File: config.mk
export PLATFORM = sky130hd
export DESIGN_NAME = mit_io_timer
export DESIGN_NICKNAME = d
export VERILOG_FILES = /design/src/logic/mit_pkg.sv /design/src/logic/mit_io_timer.sv
export VERILOG_INCLUDE_DIRS = /design/src /design/src/logic
export SDC_FILE = /design/constraint.sdc
export NUM_CORES = 1
export LEC_CHECK = 0
export ABC_CLOCK_PERIOD_IN_PS = 5400
export BUFFER_PORTS_ARGS = -buffer_cell sky130_fd_sc_hd__buf_2
export CAP_MARGIN = 20
export CORE_MARGIN = 4
export CORE_UTILIZATION = 57
export DETAILED_ROUTE_END_ITERATION = 16
export PLACE_DENSITY = 0.89
export SLEW_MARGIN = 30
export SYNTH_ARGS = -nofsm -noshare
export SYNTH_HDL_FRONTEND = slang
export SYNTH_SLANG_ARGS = --single-unit
File: constraint.sdc
create_clock -name sys_clk -period 5.4 [get_ports sys_clk]
set_clock_uncertainty 0.15 [all_clocks]
set_input_delay 0.27 -clock sys_clk [delete_from_list [all_inputs] [get_ports sys_clk]]
set_output_delay 0.27 -clock sys_clk [all_outputs]
set_load 0.02 [all_outputs]
File: src/logic/mit_map.svh
// register map, field positions and timing counts for the port/timer block
// assumes inclusion by the package and the top module only
`ifndef MIT_MAP_SVH
`define MIT_MAP_SVH
`define MIT_REG_PA_OUT      2'h0
`define MIT_REG_PA_DIR      2'h1
`define MIT_REG_PB_OUT      2'h2
`define MIT_REG_PB_DIR      2'h3
`define MIT_BIT_SEL_TIMER   2
`define MIT_BIT_IRQ_EN      3
`define MIT_PORT_RESET      8'h00
`define MIT_DIV1_LAST       10'h000
`define MIT_DIV8_LAST       10'h007
`define MIT_DIV64_LAST      10'h03F
`define MIT_DIV1024_LAST    10'h3FF
`define MIT_POST_IRQ_FLOOR  8'h01
`endif

File: src/logic/mit_pkg.sv
// types shared by the port/timer block
// assumes the map header sits beside it
`include "mit_map.svh"
package mit_pkg;
    typedef enum logic [1:0] {
        MIT_DIV1    = 2'h0,
        MIT_DIV8    = 2'h1,
        MIT_DIV64   = 2'h2,
        MIT_DIV1024 = 2'h3
    } mit_rate_t;
    typedef struct packed {
        logic [7:0] dir;
        logic [7:0] out;
    } mit_port_t;
    typedef enum logic [1:0] {
        MIT_COUNTING = 2'b01,
        MIT_EXPIRED  = 2'b10
    } mit_state_t;
endpackage

File: src/logic/mit_io_timer.sv
// two bidirectional ports and the interval timer of a memory/io/timer chip
// assumes a bus access lasts one sys_clk cycle, qualified by ioSelect
`timescale 1ns/1ps
`include "mit_map.svh"

//------------------------------------------------------------
// core module
//------------------------------------------------------------
module mit_io_timer
    import mit_pkg::*;
#(
    parameter bit SHARED_AS_SELECTS = 1'b0,
    parameter bit IRQ_PULLUP        = 1'b1
)(
    input  wire logic       sys_clk,
    input  wire logic       reset,
    input  wire logic       ioSelect,
    input  wire logic       readNotWrite,
    input  wire logic [3:0] addressLines,
    input  wire logic [7:0] dataLinesIn,
    output logic      [7:0] dataLinesOut,
    output logic            dataLinesOe,
    input  wire logic [7:0] portALinesIn,
    output logic      [7:0] portALinesOut,
    output logic      [7:0] portALinesOe,
    input  wire logic [7:0] portBLinesIn,
    output logic      [7:0] portBLinesOut,
    output logic      [7:0] portBLinesOe,
    output logic            irqFlag
);
    //------------------------------------------------------------
    // pin input synchronisers
    //------------------------------------------------------------
    logic [15:0] pinS1_q, pinS2_q, pinS3_q, pinLevel_q;
    logic [15:0] pinLevel_d;
    // a change counts once stages two and three agree
    always_comb
    begin
        for (int i = 0; i < 16; i++)
        begin
            pinLevel_d[i] = (pinS2_q[i] == pinS3_q[i]) ? pinS2_q[i] : pinLevel_q[i];
        end
    end
    always_ff @(posedge sys_clk or posedge reset)
    begin
        if (reset)
        begin
            pinS1_q    <= 16'h0000;
            pinS2_q    <= 16'h0000;
            pinS3_q    <= 16'h0000;
            pinLevel_q <= 16'h0000;
        end
        else
        begin
            pinS1_q    <= {portBLinesIn, portALinesIn};
            pinS2_q    <= pinS1_q;
            pinS3_q    <= pinS2_q;
            pinLevel_q <= pinLevel_d;
        end
    end

    //------------------------------------------------------------
    // access decode
    //------------------------------------------------------------
    logic isTimer, wrAcc, rdAcc, timerAcc;
    // gating by ioSelect keeps stray cycles from touching state
    assign isTimer  = addressLines[`MIT_BIT_SEL_TIMER];
    assign wrAcc    = ioSelect && !readNotWrite;
    assign rdAcc    = ioSelect && readNotWrite;
    // ioSelect arrives already decoded from the upper address lines; rom and ram selects stay outside
    assign timerAcc = ioSelect && isTimer;

    //------------------------------------------------------------
    // port registers
    //------------------------------------------------------------
    mit_port_t portA_q, portA_d, portB_q, portB_d;
    always_comb
    begin
        portA_d = portA_q;
        portB_d = portB_q;
        // only writes change them; reads leave contents alone
        if (wrAcc && !isTimer)
        begin
            case (addressLines[1:0])
                `MIT_REG_PA_OUT: portA_d.out = dataLinesIn;
                `MIT_REG_PA_DIR: portA_d.dir = dataLinesIn;
                `MIT_REG_PB_OUT: portB_d.out = dataLinesIn;
                `MIT_REG_PB_DIR: portB_d.dir = dataLinesIn;
                default:         portA_d = portA_q;
            endcase
        end
    end
    always_ff @(posedge sys_clk or posedge reset)
    begin
        if (reset)
        begin
            portA_q <= '{dir: `MIT_PORT_RESET, out: `MIT_PORT_RESET};
            portB_q <= '{dir: `MIT_PORT_RESET, out: `MIT_PORT_RESET};
        end
        else
        begin
            portA_q <= portA_d;
            portB_q <= portB_d;
        end
    end

    //------------------------------------------------------------
    // interval timer
    //------------------------------------------------------------
    mit_state_t state_q, state_d;
    logic [7:0] count_q, count_d;
    logic [9:0] pre_q, pre_d, preLast_q, preLast_d;
    logic       flag_q, flag_d, irqEn_q, irqEn_d;
    logic       tick;
    assign tick = (pre_q == preLast_q);
    always_comb
    begin
        state_d   = state_q;
        count_d   = count_q;
        pre_d     = tick ? 10'h000 : pre_q + 10'h001;
        preLast_d = preLast_q;
        flag_d    = flag_q;
        irqEn_d   = irqEn_q;
        case (state_q)
            MIT_COUNTING:
            begin
                if (tick)
                begin
                    count_d = count_q - 8'h01;
                    if (count_q == 8'h00)
                    begin
                        flag_d  = 1'b1;
                        state_d = MIT_EXPIRED;
                    end
                end
            end
            MIT_EXPIRED:
            begin
                // stops at minus 255 so elapsed time stays readable
                if (count_q != `MIT_POST_IRQ_FLOOR)
                    count_d = count_q - 8'h01;
            end
            default: state_d = MIT_COUNTING;
        endcase
        if (timerAcc)
        begin
            irqEn_d = addressLines[`MIT_BIT_IRQ_EN];
            // clear only a flag already standing; a setting event wins on a read, but a timer write clears the flag regardless
            if (flag_q)
                flag_d = 1'b0;
        end
        if (timerAcc && wrAcc)
        begin
            count_d = dataLinesIn;
            state_d = MIT_COUNTING;
            pre_d   = 10'h000;
            flag_d  = 1'b0;
            case (mit_rate_t'(addressLines[1:0]))
                MIT_DIV1:    preLast_d = `MIT_DIV1_LAST;
                MIT_DIV8:    preLast_d = `MIT_DIV8_LAST;
                MIT_DIV64:   preLast_d = `MIT_DIV64_LAST;
                MIT_DIV1024: preLast_d = `MIT_DIV1024_LAST;
                default:     preLast_d = `MIT_DIV1_LAST;
            endcase
        end
    end
    always_ff @(posedge sys_clk or posedge reset)
    begin
        if (reset)
        begin
            state_q   <= MIT_COUNTING;
            count_q   <= 8'h00;
            pre_q     <= 10'h000;
            preLast_q <= `MIT_DIV1_LAST;
            flag_q    <= 1'b0;
            irqEn_q   <= 1'b0;
        end
        else
        begin
            state_q   <= state_d;
            count_q   <= count_d;
            pre_q     <= pre_d;
            preLast_q <= preLast_d;
            flag_q    <= flag_d;
            irqEn_q   <= irqEn_d;
        end
    end

    //------------------------------------------------------------
    // read mux and registered outputs
    //------------------------------------------------------------
    logic [7:0] rdData, pbDir, pbOut, pbOe;
    logic       irqLow;
    always_comb
    begin
        rdData = 8'h00;
        if (isTimer)
            rdData = addressLines[0] ? {7'h00, flag_q} : count_q;
        else
        begin
            // input lines show the pin, output lines the stored bit
            case (addressLines[1:0])
                `MIT_REG_PA_OUT: rdData = (portA_q.dir & portA_q.out) |
                                          (~portA_q.dir & pinLevel_q[7:0]);
                `MIT_REG_PA_DIR: rdData = portA_q.dir;
                `MIT_REG_PB_OUT: rdData = (portB_q.dir & portB_q.out) |
                                          (~portB_q.dir & pinLevel_q[15:8]);
                `MIT_REG_PB_DIR: rdData = portB_q.dir;
                default:         rdData = 8'h00;
            endcase
        end
        irqLow = irqEn_q && flag_q;
        // shared select lines never drive when built as selects
        pbDir = portB_q.dir & (SHARED_AS_SELECTS ? 8'h9F : 8'hFF);
        pbOut = portB_q.out;
        pbOe  = pbDir;
        if (irqLow)
        begin
            pbOut[7] = 1'b0;
            pbOe[7]  = 1'b1;
        end
        else if (!pbDir[7] && irqEn_q && IRQ_PULLUP)
        begin
            pbOut[7] = 1'b1;
            pbOe[7]  = 1'b1;
        end
    end
    always_ff @(posedge sys_clk or posedge reset)
    begin
        if (reset)
        begin
            dataLinesOut  <= 8'h00;
            dataLinesOe   <= 1'b0;
            portALinesOut <= 8'h00;
            portALinesOe  <= 8'h00;
            portBLinesOut <= 8'h00;
            portBLinesOe  <= 8'h00;
            irqFlag       <= 1'b0;
        end
        else
        begin
            dataLinesOut  <= rdData;
            dataLinesOe   <= rdAcc;
            portALinesOut <= portA_q.out;
            portALinesOe  <= portA_q.dir;
            portBLinesOut <= pbOut;
            portBLinesOe  <= pbOe;
            irqFlag       <= flag_q;
        end
    end

    //------------------------------------------------------------
    // checks
    //------------------------------------------------------------
    a_bus_drive_read: assert property (@(posedge sys_clk) disable iff (reset)
        dataLinesOe == $past(rdAcc)) else $error("data bus drive not tied to read");
    a_port_read_only: assert property (@(posedge sys_clk) disable iff (reset)
        (rdAcc && !isTimer) |=> (portA_q == $past(portA_q) && portB_q == $past(portB_q)))
        else $error("port register changed on read");
    a_zero_sets_flag: assert property (@(posedge sys_clk) disable iff (reset)
        (state_q == MIT_COUNTING && tick && count_q == 8'h00 && !timerAcc)
        |=> (flag_q && count_q == 8'hFF)) else $error("flag not set after zero");
    a_post_decrement: assert property (@(posedge sys_clk) disable iff (reset)
        (state_q == MIT_EXPIRED && !timerAcc && count_q != 8'h01)
        |=> count_q == $past(count_q) - 8'h01) else $error("post-flag decrement wrong");
    a_irq_enable_bit: assert property (@(posedge sys_clk) disable iff (reset)
        timerAcc |=> irqEn_q == $past(addressLines[3])) else $error("irq enable not latched");
    a_irq_pin_low: assert property (@(posedge sys_clk) disable iff (reset)
        (irqEn_q && flag_q) |=> (portBLinesOe[7] && !portBLinesOut[7]))
        else $error("irq line not low");
    a_flag_clear: assert property (@(posedge sys_clk) disable iff (reset)
        (timerAcc && flag_q) |=> !flag_q) else $error("flag not cleared by access");
    a_write_loads: assert property (@(posedge sys_clk) disable iff (reset)
        (timerAcc && wrAcc) |=> (count_q == $past(dataLinesIn) && pre_q == 10'h000))
        else $error("timer write did not load");
endmodule

==> results by group, run 1 <==
STA
  • Number of setup violations in the final report: 0
  • Final slew viol count: 0
  • Worst-Margin Slew: 0.838 ns
  • Unrepaired setup endpoints after global routing: no
  • Achievable Freq: 405 MHz
  • Final hold violations: 0
  • Fin Setup TNS: 0 ns
  • Fin crit share: 45.8%
  • Post-layout minimum cycle time: 2.47 ns
  • Slew margin rel.: 44.1%
  • Final hold slack: 0.0627 ns

Run
  • Reported max-cap violation count: 0

Synth
  • Share of Yosys cell area claimed by the top area cell type: 68.7%
  • Total of warnings raised by yosys: 0
  • Avg Synthesized Cell Area: 13.9 sq um
  • Most area-hungry cell type in the Yosys netlist: dfrtp_1
  • Cells after Synth: 425
  • Number of flip-flops and latches in the synthesized netlist: 163
  • Post-synth cell types: 45
  • Prevailing post-synth register cell: dfrtp_1
  • Synth area leaders: dfrtp_1, mux2_2, maj3_1
  • Leading cell types by count after synthesis: dfrtp_1, mux2_2, nor2_1
  • Number of enable flip-flop cells after synthesis: 0
  • Area of the mapped netlist: 0.00590 sq mm
  • Leading cell type by number of instances after synthesis: dfrtp_1
  • Number of nets produced by synthesis: 461
  • Sequential area share after synthesis: 69.1%
  • Fraction of registers with async set or reset after synthesis: 100%

Global route
  • Overflow after GRT: 0
  • First-pass GRT wire length: 20.3 mm
  • Via count of the first global-routing pass: 4,011
  • All-Layer GR Usage: 23.0%
  • Maximum number of pins on one net before global-route repair: 100
  • Number of antenna violations at the first check in global routing: 0

Clocking
  • Max Root-Sink Buffers: 2
  • Worst-path clk slew: 0.06 ns
  • Num CTS Buffers: 17
  • H-tree lvl count: 4
  • Clock Sinks: 163
  • Clock latency on the worst-skew pair: 0.54 ns
  • Buffer count from post-CTS setup fixing: 0
  • Clock root buffer: clkbuf_8
  • CTS tree: done

Critical path
  • Worst-path cell with the longest stage delay: nor2_2
  • Element type at the critical path start: input pin
  • Critical path class: input pin to register
  • Worst Path Max Fanout: 20
  • Arrival time of the worst setup path: 2.74 ns
  • Crit-path max cell delay: 0.56 ns
  • Kind of end point of the critical path: register
  • Flop-to-flop setup slack: 3.14 ns
  • Startpoint of the most critical register-to-register path: count_q[4]$_DFFE_PP0P_
  • Endpoint of the lowest-slack register-to-register path: count_q[7]$_DFFE_PP0P_
  • Cells traversed along the worst timing path: dlygate4sd3_1, buf_2, nand2_1, nor2_2, nor3_2, or2_1, o22a_1
  • Required arrival time at the worst endpoint: 5.67 ns
  • Depth of the worst register-to-register path: 5
  • Worst setup path start: addressLines[2]
  • Endpoint of the most critical setup path: count_q[7]$_DFFE_PP0P_

Pwr
  • Power density of the placed cells: 476 mW/mm^2
  • Leakage dissipation: 3.34 nW
  • Worst vdd ir: 278 uV

Place
  • HPWL Detailed: 7.44 mm
  • Placer congestion estimate: 0.818
  • Post-place instance area: 0.00639 sq mm
  • I/O Buffers: 73

Routing
  • Number of DRC markers in iteration 0: 272
  • Final wirelength: 12.3 mm
  • Final antenna-violating net count: 0
  • DR pass1 iterations: 4
  • Vias per inst: 5.46
  • DRC viols: 0
  • Routed len/inst: 18.1 um
  • Total vias in the final route: 3,718

Layout
  • Layout overhead on the synthesized area: 24.4%
  • Diodes inserted: 0
  • Fraction of final layout cells with drive strength greater than 1: 29.2%
  • Layout fillers: 630
  • Area of all placed cells without fillers: 0.00734 sq mm
  • Final #Nets: 571

Floorplan
  • Die height: 110 um
  • Die width: 110 um
  • Core area: 0.00991 sq mm
  • Die ar.: 0.0120 sq mm
  • FP Rows: 36
  • Number of ports placed on the die boundary: 74
  • Starting Density: 59.5%

Status
  • Status: completed

Worst hold path
  • Worst min path class: input pin to register
-- final cells by class --
class | instances | area, sq um | area share (%)
timing repair buffer | 103 | 663 | 9.03
clock inverter | 11 | 196 | 2.68
tap | 133 | 166 | 2.27
multi-input combinational | 245 | 1750 | 23.9
clock buffer | 21 | 459 | 6.26
sequential | 163 | 4080 | 55.6
inverter | 5 | 23.8 | 0.324
-- power breakdown --
group	switching [mW]	internal [mW]	total, mW
logic	0.334	0.260	0.594
registers	0.166	1.43	1.59
clock network	0.471	0.838	1.31
total	0.971	2.53	3.50
-- repair_timing --
action	4_1_cts	5_1_grt
hold buffers	29	0
gates resized for setup	0	0
hold endpoints to repair	153	0
-- worst max-delay path: cells and delay by family --
kind | cells | cell delay, ns
AND/OR/NAND/NOR | 4 | 1.33
buffers and inverters | 2 | 0.89
AO/OA/AOI/OAI | 1 | 0.24
-- registers in the layout (all words and copies together) (netlist names), 7 cells and up --
register	cells
pbDir	8
pbOut	7
pinS1_q	16
dataLinesOut	8
pinS3_q	16
portALinesOe	8
portALinesOut	8
portA_q	16
pinLevel_q	16
portBLinesOe	8
portBLinesOut	8
pre_q	10
count_q	8
pinS2_q	16
-- layer usage --
layer / part of all wire, % / vias up / GRT usage [%]
met1: 42 / 1873 / 29.5
met2: 50 / 108 / 36.4
met5: 0 / - / 0
met3: 5.3 / 26 / 7.34
li1: - / 1711 / -
met4: 2.4 / 0 / 9.44
-- cells in the final DEF, fill, tap and decap left out, types with 2 or more instances in the layout --
cell type      count
dlygate4sd3_1     29
a21oi_1           16
mux2i_1            3
mux2_2            42
o31ai_1            3
o22a_1             3
o22ai_1            6
nor2b_1            2
inv_6              3
a22oi_1            6
clkbuf_8           4
ha_1               4
or4_4              2
nor3b_1            7
nor3_1             7
a31oi_1            5
nand3b_1           4
nand2_1           22
nand4_1            3
o21ai_0           17
nand2b_1           3
clkinvlp_4         2
xnor2_1            6
and3_1             3
a221o_1            2
nand3_1            5
or2_2              2
o21ai_1            4
maj3_1            16
buf_2             73
clkbuf_16         16
xor2_1             3
or4_1              2
nor2_1            35
dfrtp_1          162
inv_1              4
bufinv_16          5
-- per-stage QoR --
step                util [%]  setup WS (ns)  power (mW)  std cells
CTS                     74.1           2.95        3.52        681
global placement        64.5           2.72        2.14        620
global route            74.1           2.77        3.66        681
detailed placement      64.5           2.95        2.18        620
floorplan                  -          0.577        1.98        425
finish                  74.1           2.93        3.50        681
-- cell families after synthesis --
family / synth area share (%)
DFF: 69.1
and+or+nand+nor: 8.84
AOI/OAI and AO/OA: 7.34
muxes: 8.52
adders and majority gates: 3.56
buffers and inverters: 1.25
xor gates and xnor gates: 1.34
-- worst min path at each step --
| stage | start | endpoint | cells past startpoint |
|---|---|---|---|
| 3_5_place_dp | pinS1_q[10]$_DFF_PP0_ | pinS2_q[10]$_DFF_PP0_ | 0 |
| 6_report | addressLines[1] | preLast_q[5]$_DFFE_PP0P_ | 3 |
| 2_1_floorplan | portALinesIn[0] | pinS1_q[0]$_DFF_PP0_ | 0 |
| 4_1_cts | readNotWrite | preLast_q[5]$_DFFE_PP0P_ | 4 |
| 5_1_grt | readNotWrite | preLast_q[5]$_DFFE_PP0P_ | 4 |
| 3_3_place_gp | pinS1_q[11]$_DFF_PP0_ | pinS2_q[11]$_DFF_PP0_ | 0 |
Power figures use the tool's default switching activity.
==> run 2, diff against run 1 <==
ABC_AREA = 1   (was not set)
ABC_CLOCK_PERIOD_IN_PS = 2600   (was 5400)
PLACE_DENSITY = 0.88   (was 0.89)
clock period = 2.6 ns   (was 5.4 ns; I/O delays follow)
==> run 2 against run 1 <==
Die area is 2.5% higher. Final cell count is 20% higher. Core utilization is 0.75 points lower. Sequential power is 100% higher. Wire length is 8.3% higher. Setup slack worse by 2.4 ns. Synthesized area is 2.7% higher. Global-route usage is 0.50 points higher. First-iteration DRC count is 27% higher. Synthesized cell count is 27% higher. Sequential share of layout area is 1.7 points lower. Power is 100% higher.
==> results by group, run 2 <==
Pwr
  • Worst vdd ir: 770 uV (+180%)
  • Part of the power in the clock network: 35.5% (-1.9 points)
  • Power density of the placed cells: 945 mW/mm^2 (+98%)
  • Leakage dissipation: 3.75 nW (+12%)
  • Internal Power: 5.00 mW (+98%)
  • Proportion of power drawn by flip-flops and latches: 45.3% (-0.3 points)
  • Combinational fraction of design power: 19.2% (+2.2 points)
  • Switching pwr: 2.16 mW (+120%)
  • Switching fraction of total power: 30.1% (+2.4 points)

Synth
  • Number of flip-flops and latches in the synthesized netlist: 163 (unchanged)
  • Post-synth cell types: 31 (-31%)
  • Total of warnings raised by yosys: 0 (unchanged)
  • Cells after Synth: 541 (+27%)
  • Number of nets produced by synthesis: 577 (+25%)
  • Leading cell types by count after synthesis: dfrtp_1, nand2_1, inv_1
  • Number of enable flip-flop cells after synthesis: 0 (unchanged)
  • Share of Yosys cell area claimed by the top area cell type: 66.9% (-1.8 points)
  • Synth area leaders: dfrtp_1, nand2_1, o21ai_2
  • Most area-hungry cell type in the Yosys netlist: dfrtp_1
  • Leading cell type by number of instances after synthesis: dfrtp_1
  • Avg Synthesized Cell Area: 11.2 sq um (-19%)
  • Area of the mapped netlist: 0.00606 sq mm (+2.7%)
  • Prevailing post-synth register cell: dfrtp_1
  • Fraction of registers with async set or reset after synthesis: 100% (unchanged)
  • Sequential area share after synthesis: 67.3% (-1.8 points)

STA
  • Slew margin rel.: 53.2% (+9.1 points)
  • Unrepaired setup endpoints after global routing: no
  • Worst-Margin Slew: 0.700 ns (-0.138 ns)
  • Post-layout minimum cycle time: 2.03 ns
  • Final hold violations: 0 (unchanged)
  • Number of setup violations in the final report: 0 (unchanged)
  • Fin crit share: 78.2%
  • Final slew viol count: 0 (unchanged)
  • Achievable Freq: 492 MHz
  • Setup ws final: 0.567 ns (-2.36 ns)
  • Final hold slack: 0.0796 ns (+0.0169 ns)
  • Fin Setup TNS: 0 ns (unchanged)

Critical path
  • Kind of end point of the critical path: register
  • Critical path class: input pin to register
  • Arrival time of the worst setup path: 2.30 ns (-0.44 ns)
  • Element type at the critical path start: input pin
  • Required arrival time at the worst endpoint: 2.87 ns (-2.80 ns)
  • Worst-path cell with the longest stage delay: dlygate4sd3_1
  • Largest delay contributor family on the critical path: buffers and inverters
  • Cells traversed along the worst timing path: dlygate4sd3_1, buf_2, nor3_4, nand2_4, nand2_1, o21ai_2, dlygate4sd3_1
  • Crit-path max cell delay: 0.57 ns (about the same)
  • Logic depth of the worst path, buffers included: 7 (unchanged)
  • Crit-path most repeated cell: dlygate4sd3_1
  • Depth of the worst register-to-register path: 4 (-1)
  • Startpoint of the most critical register-to-register path: portA_q[8]$_DFFE_PP0P_
  • Worst Path Max Fanout: 16 (-20%)
  • Flop-to-flop setup slack: 0.73 ns (-2.41 ns)
  • Worst Path Buf+Inv: 3 (+1)
  • Endpoint of the most critical setup path: portA_q[12]$_DFFE_PP0P_
  • Endpoint of the lowest-slack register-to-register path: dataLinesOut[0]$_DFF_PP0_
  • Worst setup path start: addressLines[2]

Clocking
  • Worst-path clk slew: 0.07 ns (about the same)
  • Clock latency on the worst-skew pair: 0.53 ns (about the same)
  • Clock root buffer: clkbuf_8
  • Max Root-Sink Buffers: 2 (unchanged)
  • CTS tree: done
  • Clock Sinks: 163 (unchanged)
  • H-tree lvl count: 4 (unchanged)
  • Count of cells resized by post-cts repair: 0 (unchanged)
  • Num CTS Buffers: 17 (unchanged)

Global route
  • Maximum number of pins on one net before global-route repair: 90 (-10%)
  • First-pass GRT wire length: 22.6 mm (+11%)
  • Via count of the first global-routing pass: 4,525 (+13%)
  • All-Layer GR Usage: 23.5% (+0.50 points)
  • Overflow after GRT: 0 (unchanged)
  • Number of antenna violations at the first check in global routing: 0 (unchanged)

Layout
  • Final #Nets: 703 (+23%)
  • Layout overhead on the synthesized area: 24.9%
  • Most common cell after layout, fill and taps aside: dfrtp_1
  • Top library cells by usage in the layout, fill and taps aside: dfrtp_1, nand2_1, buf_2
  • Post-layout instance count excluding filler cells: 816 (+20%)
  • Fraction of final layout cells with drive strength greater than 1: 22.1% (-7.1 points)
  • Diodes inserted: 0 (unchanged)

Routing
  • Final wirelength: 13.3 mm (+8.3%)
  • Final antenna-violating net count: 0 (unchanged)
  • Total vias in the final route: 4,283 (+15%)
  • Number of DRC markers in iteration 0: 346 (+27%)
  • Routed len/inst: 16.3 um (-9.6%)
  • Vias per inst: 5.25 (-3.9%)
  • DRC viols: 0 (unchanged)
  • DR pass1 iterations: 5 (+1)

Run
  • Reported max-cap violation count: 0 (unchanged)

Floorplan
  • Starting Density: 58.7% (-0.85 points)
  • Die width: 111 um (+1.2%)
  • Die height: 111 um (+1.2%)
  • Number of ports placed on the die boundary: 74 (unchanged)
  • Core area: 0.0103 sq mm (+4.2%)
  • Die ar.: 0.0123 sq mm (+2.5%)
  • FP Rows: 37 (+2.8%)

Place
  • Setup slack at placement: 0.797 ns (-2.15 ns)
  • Placer congestion estimate: 0.864 (+5.7%)
  • HPWL Detailed: 8.96 mm (+20%)
  • I/O Buffers: 73 (unchanged)
  • Cell count after placement: 746 (+20%)

Worst hold path
  • Worst min path class: input pin to register

Status
  • Status: completed
## run 2: cell types whose count changed after synthesis, moves of 5 or more
cell	delta
inv_2	+5
a22oi_1	-6
inv_1	+40
nand3_1	+16
nand2_1	+108
mux2_2	-41
clkbuf_1	-6
nand2_4	+6
o21ai_2	+23
o211ai_1	+6
o21ai_1	+18
xnor2_1	-5
o22ai_1	-6
## run 2: cell families (layout without fill, tap and decap cells)
kind of cell             Yosys count  in the layout  synth area share, %
AO/OA/AOI/OAI                     86             86                 8.84
XOR/XNOR                           4              4                0.578
adder cells (fa/ha/maj)           20             20                 3.47
buffers and inverters             56            195                 4.03
flip-flops                       163            163                 67.3
multiplexers                       1              1                0.186
AND/OR/NAND/NOR                  211            211                 15.6
## run 2: worst register-to-register path, delay by kind of cell, from the launching register on
family / cells / cell delay (ns)
buffers and inverters: 1 / 0.56
flip-flops: 1 / 0.41
multiplexers: 1 / 0.35
AO/OA/AOI/OAI: 2 / 0.29
## run 2: routing by layer
layer | track usage [%] | vias up | part of all wire (%)
met4 | 10.5 | 0 | 2.7
li1 | - | 2012 | -
met5 | 0 | - | 0
met3 | 6.99 | 28 | 6.2
met2 | 39.0 | 153 | 51
met1 | 28.4 | 2090 | 40
## run 2: power by group through the flow
stage	clock network [mW]	registers (mW)	logic (mW)
after CTS	2.58	3.24	1.38
final	2.54	3.24	1.37
after detailed placement	0	3.27	1.30
after floorplan	0	3.35	0.766
after global routing	2.71	3.29	1.54
after global placement	0	3.26	1.26
## run 2: area by class of cell
cell class              count  area (sq um)
clock buffers              21           429
clock inverters            11           178
fillers                   664          2750
inverters                  50           191
multi-input cells         322          1740
flip-flops and latches    163          4080
well taps                 136           170
repair buffers            113           786
## run 2: what timing repair did
| item | in CTS | in global routing |
|---|---|---|
| setup buffers | 0 | 0 |
| hold endpoints to repair | 231 | 0 |
| hold buffers | 38 | 0 |
## run 2: how the worst min path moves through the flow
| stage | from | end | slack [ns] | cells after the start |
|---|---|---|---|---|
| floorplan | portALinesIn[0] | pinS1_q[0]$_DFF_PP0_ | 0.01 | 0 |
| global placement | portBLinesIn[3] | pinS1_q[11]$_DFF_PP0_ | 0.09 | 1 |
| detailed placement | portBLinesIn[4] | pinS1_q[12]$_DFF_PP0_ | 0.09 | 1 |
| CTS | portBLinesIn[4] | pinS1_q[12]$_DFF_PP0_ | 0.05 | 2 |
| global route | portALinesIn[1] | pinS1_q[1]$_DFF_PP0_ | 0.07 | 2 |
| finish | portALinesIn[1] | pinS1_q[1]$_DFF_PP0_ | 0.08 | 2 |
## run 2: per-stage QoR
stage	area, sq um	util, %	total power, mW
2_1_floorplan	6060	-	4.12
3_3_place_gp	6580	63.8	4.52
3_5_place_dp	6580	63.8	4.58
4_1_cts	7570	73.3	7.20
5_1_grt	7570	73.3	7.54
6_report	7570	73.3	7.16
==> run 3, diff against run 2 <==
ABC_CLOCK_PERIOD_IN_PS = 1700   (was 2600)
CORE_UTILIZATION = 52   (was 57)
PLACE_DENSITY = 0.85   (was 0.88)
clock period = 1.7 ns   (was 2.6 ns; I/O delays follow)
==> run 3 against run 2 <==
Clock power up 45%. Highest routed layer unchanged. Wire length rose by 0.65%. Global-route usage down 1.5 points. Final cell count grew 1.7%. Critical path depth down 1. Non-clock buffer count grew 6. Hold slack worse by 0.043 ns. Sequential share of layout area decreased by 0.49 points. Flip-flop and latch count did not move. Combinational power rose by 63%.
==> results by group, run 3 (synthesis gave the netlist of run 2 again) <==
Routing
  • DRC viols: 0 (unchanged)
  • Final antenna-violating net count: 0 (unchanged)
  • Vias per inst: 5.17 (-1.5%)
  • DR pass1 iterations: 7 (+2)
  • Final wirelength: 13.4 mm (+0.65%)
  • Total vias in the final route: 4,293 (+0.23%)
  • Routed len/inst: 16.1 um (-1.1%)
  • Number of DRC markers in iteration 0: 332 (-4.0%)

Floorplan
  • Die height: 116 um (+4.4%)
  • FP Rows: 39 (+5.4%)
  • Die width: 116 um (+4.4%)
  • Number of ports placed on the die boundary: 74 (unchanged)
  • Starting Density: 53.1% (-5.6 points)
  • Die ar.: 0.0134 sq mm (+8.9%)
  • Core area: 0.0114 sq mm (+11%)

Global route
  • All-Layer GR Usage: 21.9% (-1.5 points)
  • Maximum number of pins on one net before global-route repair: 60 (-33%)
  • Via count of the first global-routing pass: 4,340 (-4.1%)
  • Overflow after GRT: 0 (unchanged)
  • Number of antenna violations at the first check in global routing: 0 (unchanged)
  • First-pass GRT wire length: 22.1 mm (-2.0%)

Critical path
  • Arrival time of the worst setup path: 1.75 ns (-0.55 ns)
  • Worst Path Max Fanout: 16 (unchanged)
  • Flop-to-flop setup slack: 0.14 ns (-0.59 ns)
  • Endpoint of the lowest-slack register-to-register path: count_q[1]$_DFFE_PP0P_
  • Startpoint of the most critical register-to-register path: count_q[1]$_DFFE_PP0P_
  • Worst setup path start: addressLines[2]
  • Endpoint of the most critical setup path: portA_q[11]$_DFFE_PP0P_
  • Kind of end point of the critical path: register
  • Critical path class: input pin to register
  • Element type at the critical path start: input pin
  • Required arrival time at the worst endpoint: 1.87 ns (-1.00 ns)
  • Depth of the worst register-to-register path: 8 (+4)

STA
  • Worst-Margin Slew: 0.474 ns (-0.226 ns)
  • Achievable Freq: 631 MHz
  • Post-layout minimum cycle time: 1.59 ns
  • Final slew viol count: 0 (unchanged)
  • Fin crit share: 93.2%
  • Unrepaired setup endpoints after global routing: no
  • Setup ws final: 0.115 ns (-0.452 ns)
  • Final hold violations: 0 (unchanged)
  • Slew margin rel.: 68.3% (+15 points)
  • Number of setup violations in the final report: 0 (unchanged)

Run
  • Reported max-cap violation count: 0 (unchanged)

Pwr
  • Part of the power in the clock network: 33.9% (-1.6 points)
  • Switching fraction of total power: 31.3% (+1.2 points)
  • Switching pwr: 3.41 mW (+58%)
  • Internal Power: 7.46 mW (+49%)
  • Power density of the placed cells: 1420 mW/mm^2 (+50%)
  • Proportion of power drawn by flip-flops and latches: 45.6% (+0.3 points)
  • Worst vdd ir: 1080 uV (+40%)
  • Leakage dissipation: 3.77 nW (+0.71%)
  • Combinational fraction of design power: 20.5% (+1.3 points)

Layout
  • Fraction of final layout cells with drive strength greater than 1: 24.6% (+2.5 points)
  • Diodes inserted: 0 (unchanged)
  • Final #Nets: 710 (+1.0%)
  • Layout fillers: 805 (+21%)
  • Top library cells by usage in the layout, fill and taps aside: dfrtp_1, nand2_1, buf_2
  • Most common cell after layout, fill and taps aside: dfrtp_1
  • Layout overhead on the synthesized area: 26.1%
  • Area of all placed cells without fillers: 0.00764 sq mm (+0.93%)

Clocking
  • Num CTS Buffers: 17 (unchanged)
  • Max Root-Sink Buffers: 2 (unchanged)
  • Clock Sinks: 163 (unchanged)
  • H-tree lvl count: 4 (unchanged)
  • Clock root buffer: clkbuf_16
  • Clock latency on the worst-skew pair: 0.43 ns (-0.10 ns)
  • CTS tree: done
  • Worst-path clk slew: 0.06 ns (about the same)

Place
  • Post-place instance area: 0.00666 sq mm (+1.2%)
  • HPWL Detailed: 9.01 mm (+0.58%)
  • Setup slack at placement: 0.133 ns (-0.665 ns)
  • I/O Buffers: 73 (unchanged)
  • Placer congestion estimate: 0.903 (+4.6%)

Status
  • Status: completed

Worst hold path
  • Worst min path class: input pin to register
[run 3: cell types whose count changed in the layout (fill, tap and decap cells not counted), moves of 3 or more]
cell | previous run | this run
clkinv_4 | 5 | 0
buf_4 | 0 | 9
dlygate4sd3_1 | 38 | 33
bufinv_16 | 4 | 1
clkbuf_1 | 4 | 1
inv_6 | 1 | 6
[run 3: timing repair]
action                                  4_1_cts  5_1_grt
hold buffers                                 33        0
endpoints found under the setup margin        0       17
resized for setup                             0        9
hold endpoints to repair                    224        0
setup buffers                                 0        3
[run 3: worst max-delay path, cell delays in order]
cell           delay, ns
dlygate4sd3_1       0.53
buf_2               0.17
nor3_4              0.45
nand2_4             0.26
nand2_1             0.17
o21ai_2             0.06
[run 3: worst min path at each step]
stage	start	to	slack (ns)	depth (start not counted)
floorplan	portALinesIn[0]	pinS1_q[0]$_DFF_PP0_	-0.03	0
detailed placement	reset	portALinesOut[7]$_DFF_PP0_	-0.03	2
finish	readNotWrite	portA_q[7]$_DFFE_PP0P_	0.04	4
global placement	reset	portALinesOut[7]$_DFF_PP0_	-0.03	2
CTS	readNotWrite	portA_q[2]$_DFFE_PP0P_	0.02	4
global route	readNotWrite	portA_q[7]$_DFFE_PP0P_	0.06	4
[run 3: power groups by stage]
| stage | combinational [mW] | clock [mW] | sequential, mW |
|---|---|---|---|
| 6_report | 2.23 | 3.68 | 4.96 |
| 5_1_grt | 2.50 | 3.93 | 5.03 |
| 4_1_cts | 2.12 | 3.74 | 4.94 |
| 3_5_place_dp | 2.04 | 0 | 4.99 |
| 3_3_place_gp | 1.98 | 0 | 4.96 |
| 2_1_floorplan | 1.17 | 0 | 5.13 |
[run 3: metal layers]
metal | vias to the layer above | GRT usage, % | part of all wire, %
met2 | 132 | 36.6 | 50
li1 | 2034 | - | -
met3 | 32 | 4.96 | 5.0
met1 | 2095 | 27.9 | 42
met4 | 0 | 8.82 | 2.7
met5 | - | 0 | 0
[run 3: stage by stage]
stage	hold WS, ns	std cells	power, mW	TNS (ns)	utilization (%)
final	0.0369	830	10.9	0	66.9
after global routing	0.0573	830	11.5	0	66.9
after CTS	0.0243	826	10.8	0	66.3
after global placement	-0.0339	761	6.94	0	58.4
after floorplan	-0.0336	541	6.30	-98.11	-
after detailed placement	-0.0258	761	7.03	0	58.4
[run 3: layout make-up]
type | count | area (sq um) | area share, %
Clock buffer | 20 | 457 | 5.98
Tap cell | 143 | 179 | 2.34
Timing Repair Buffer | 119 | 843 | 11.0
Multi-Input combinational cell | 323 | 1770 | 23.2
Sequential cell | 163 | 4080 | 53.4
Inverter | 50 | 191 | 2.51
Clock inverter | 12 | 119 | 1.56
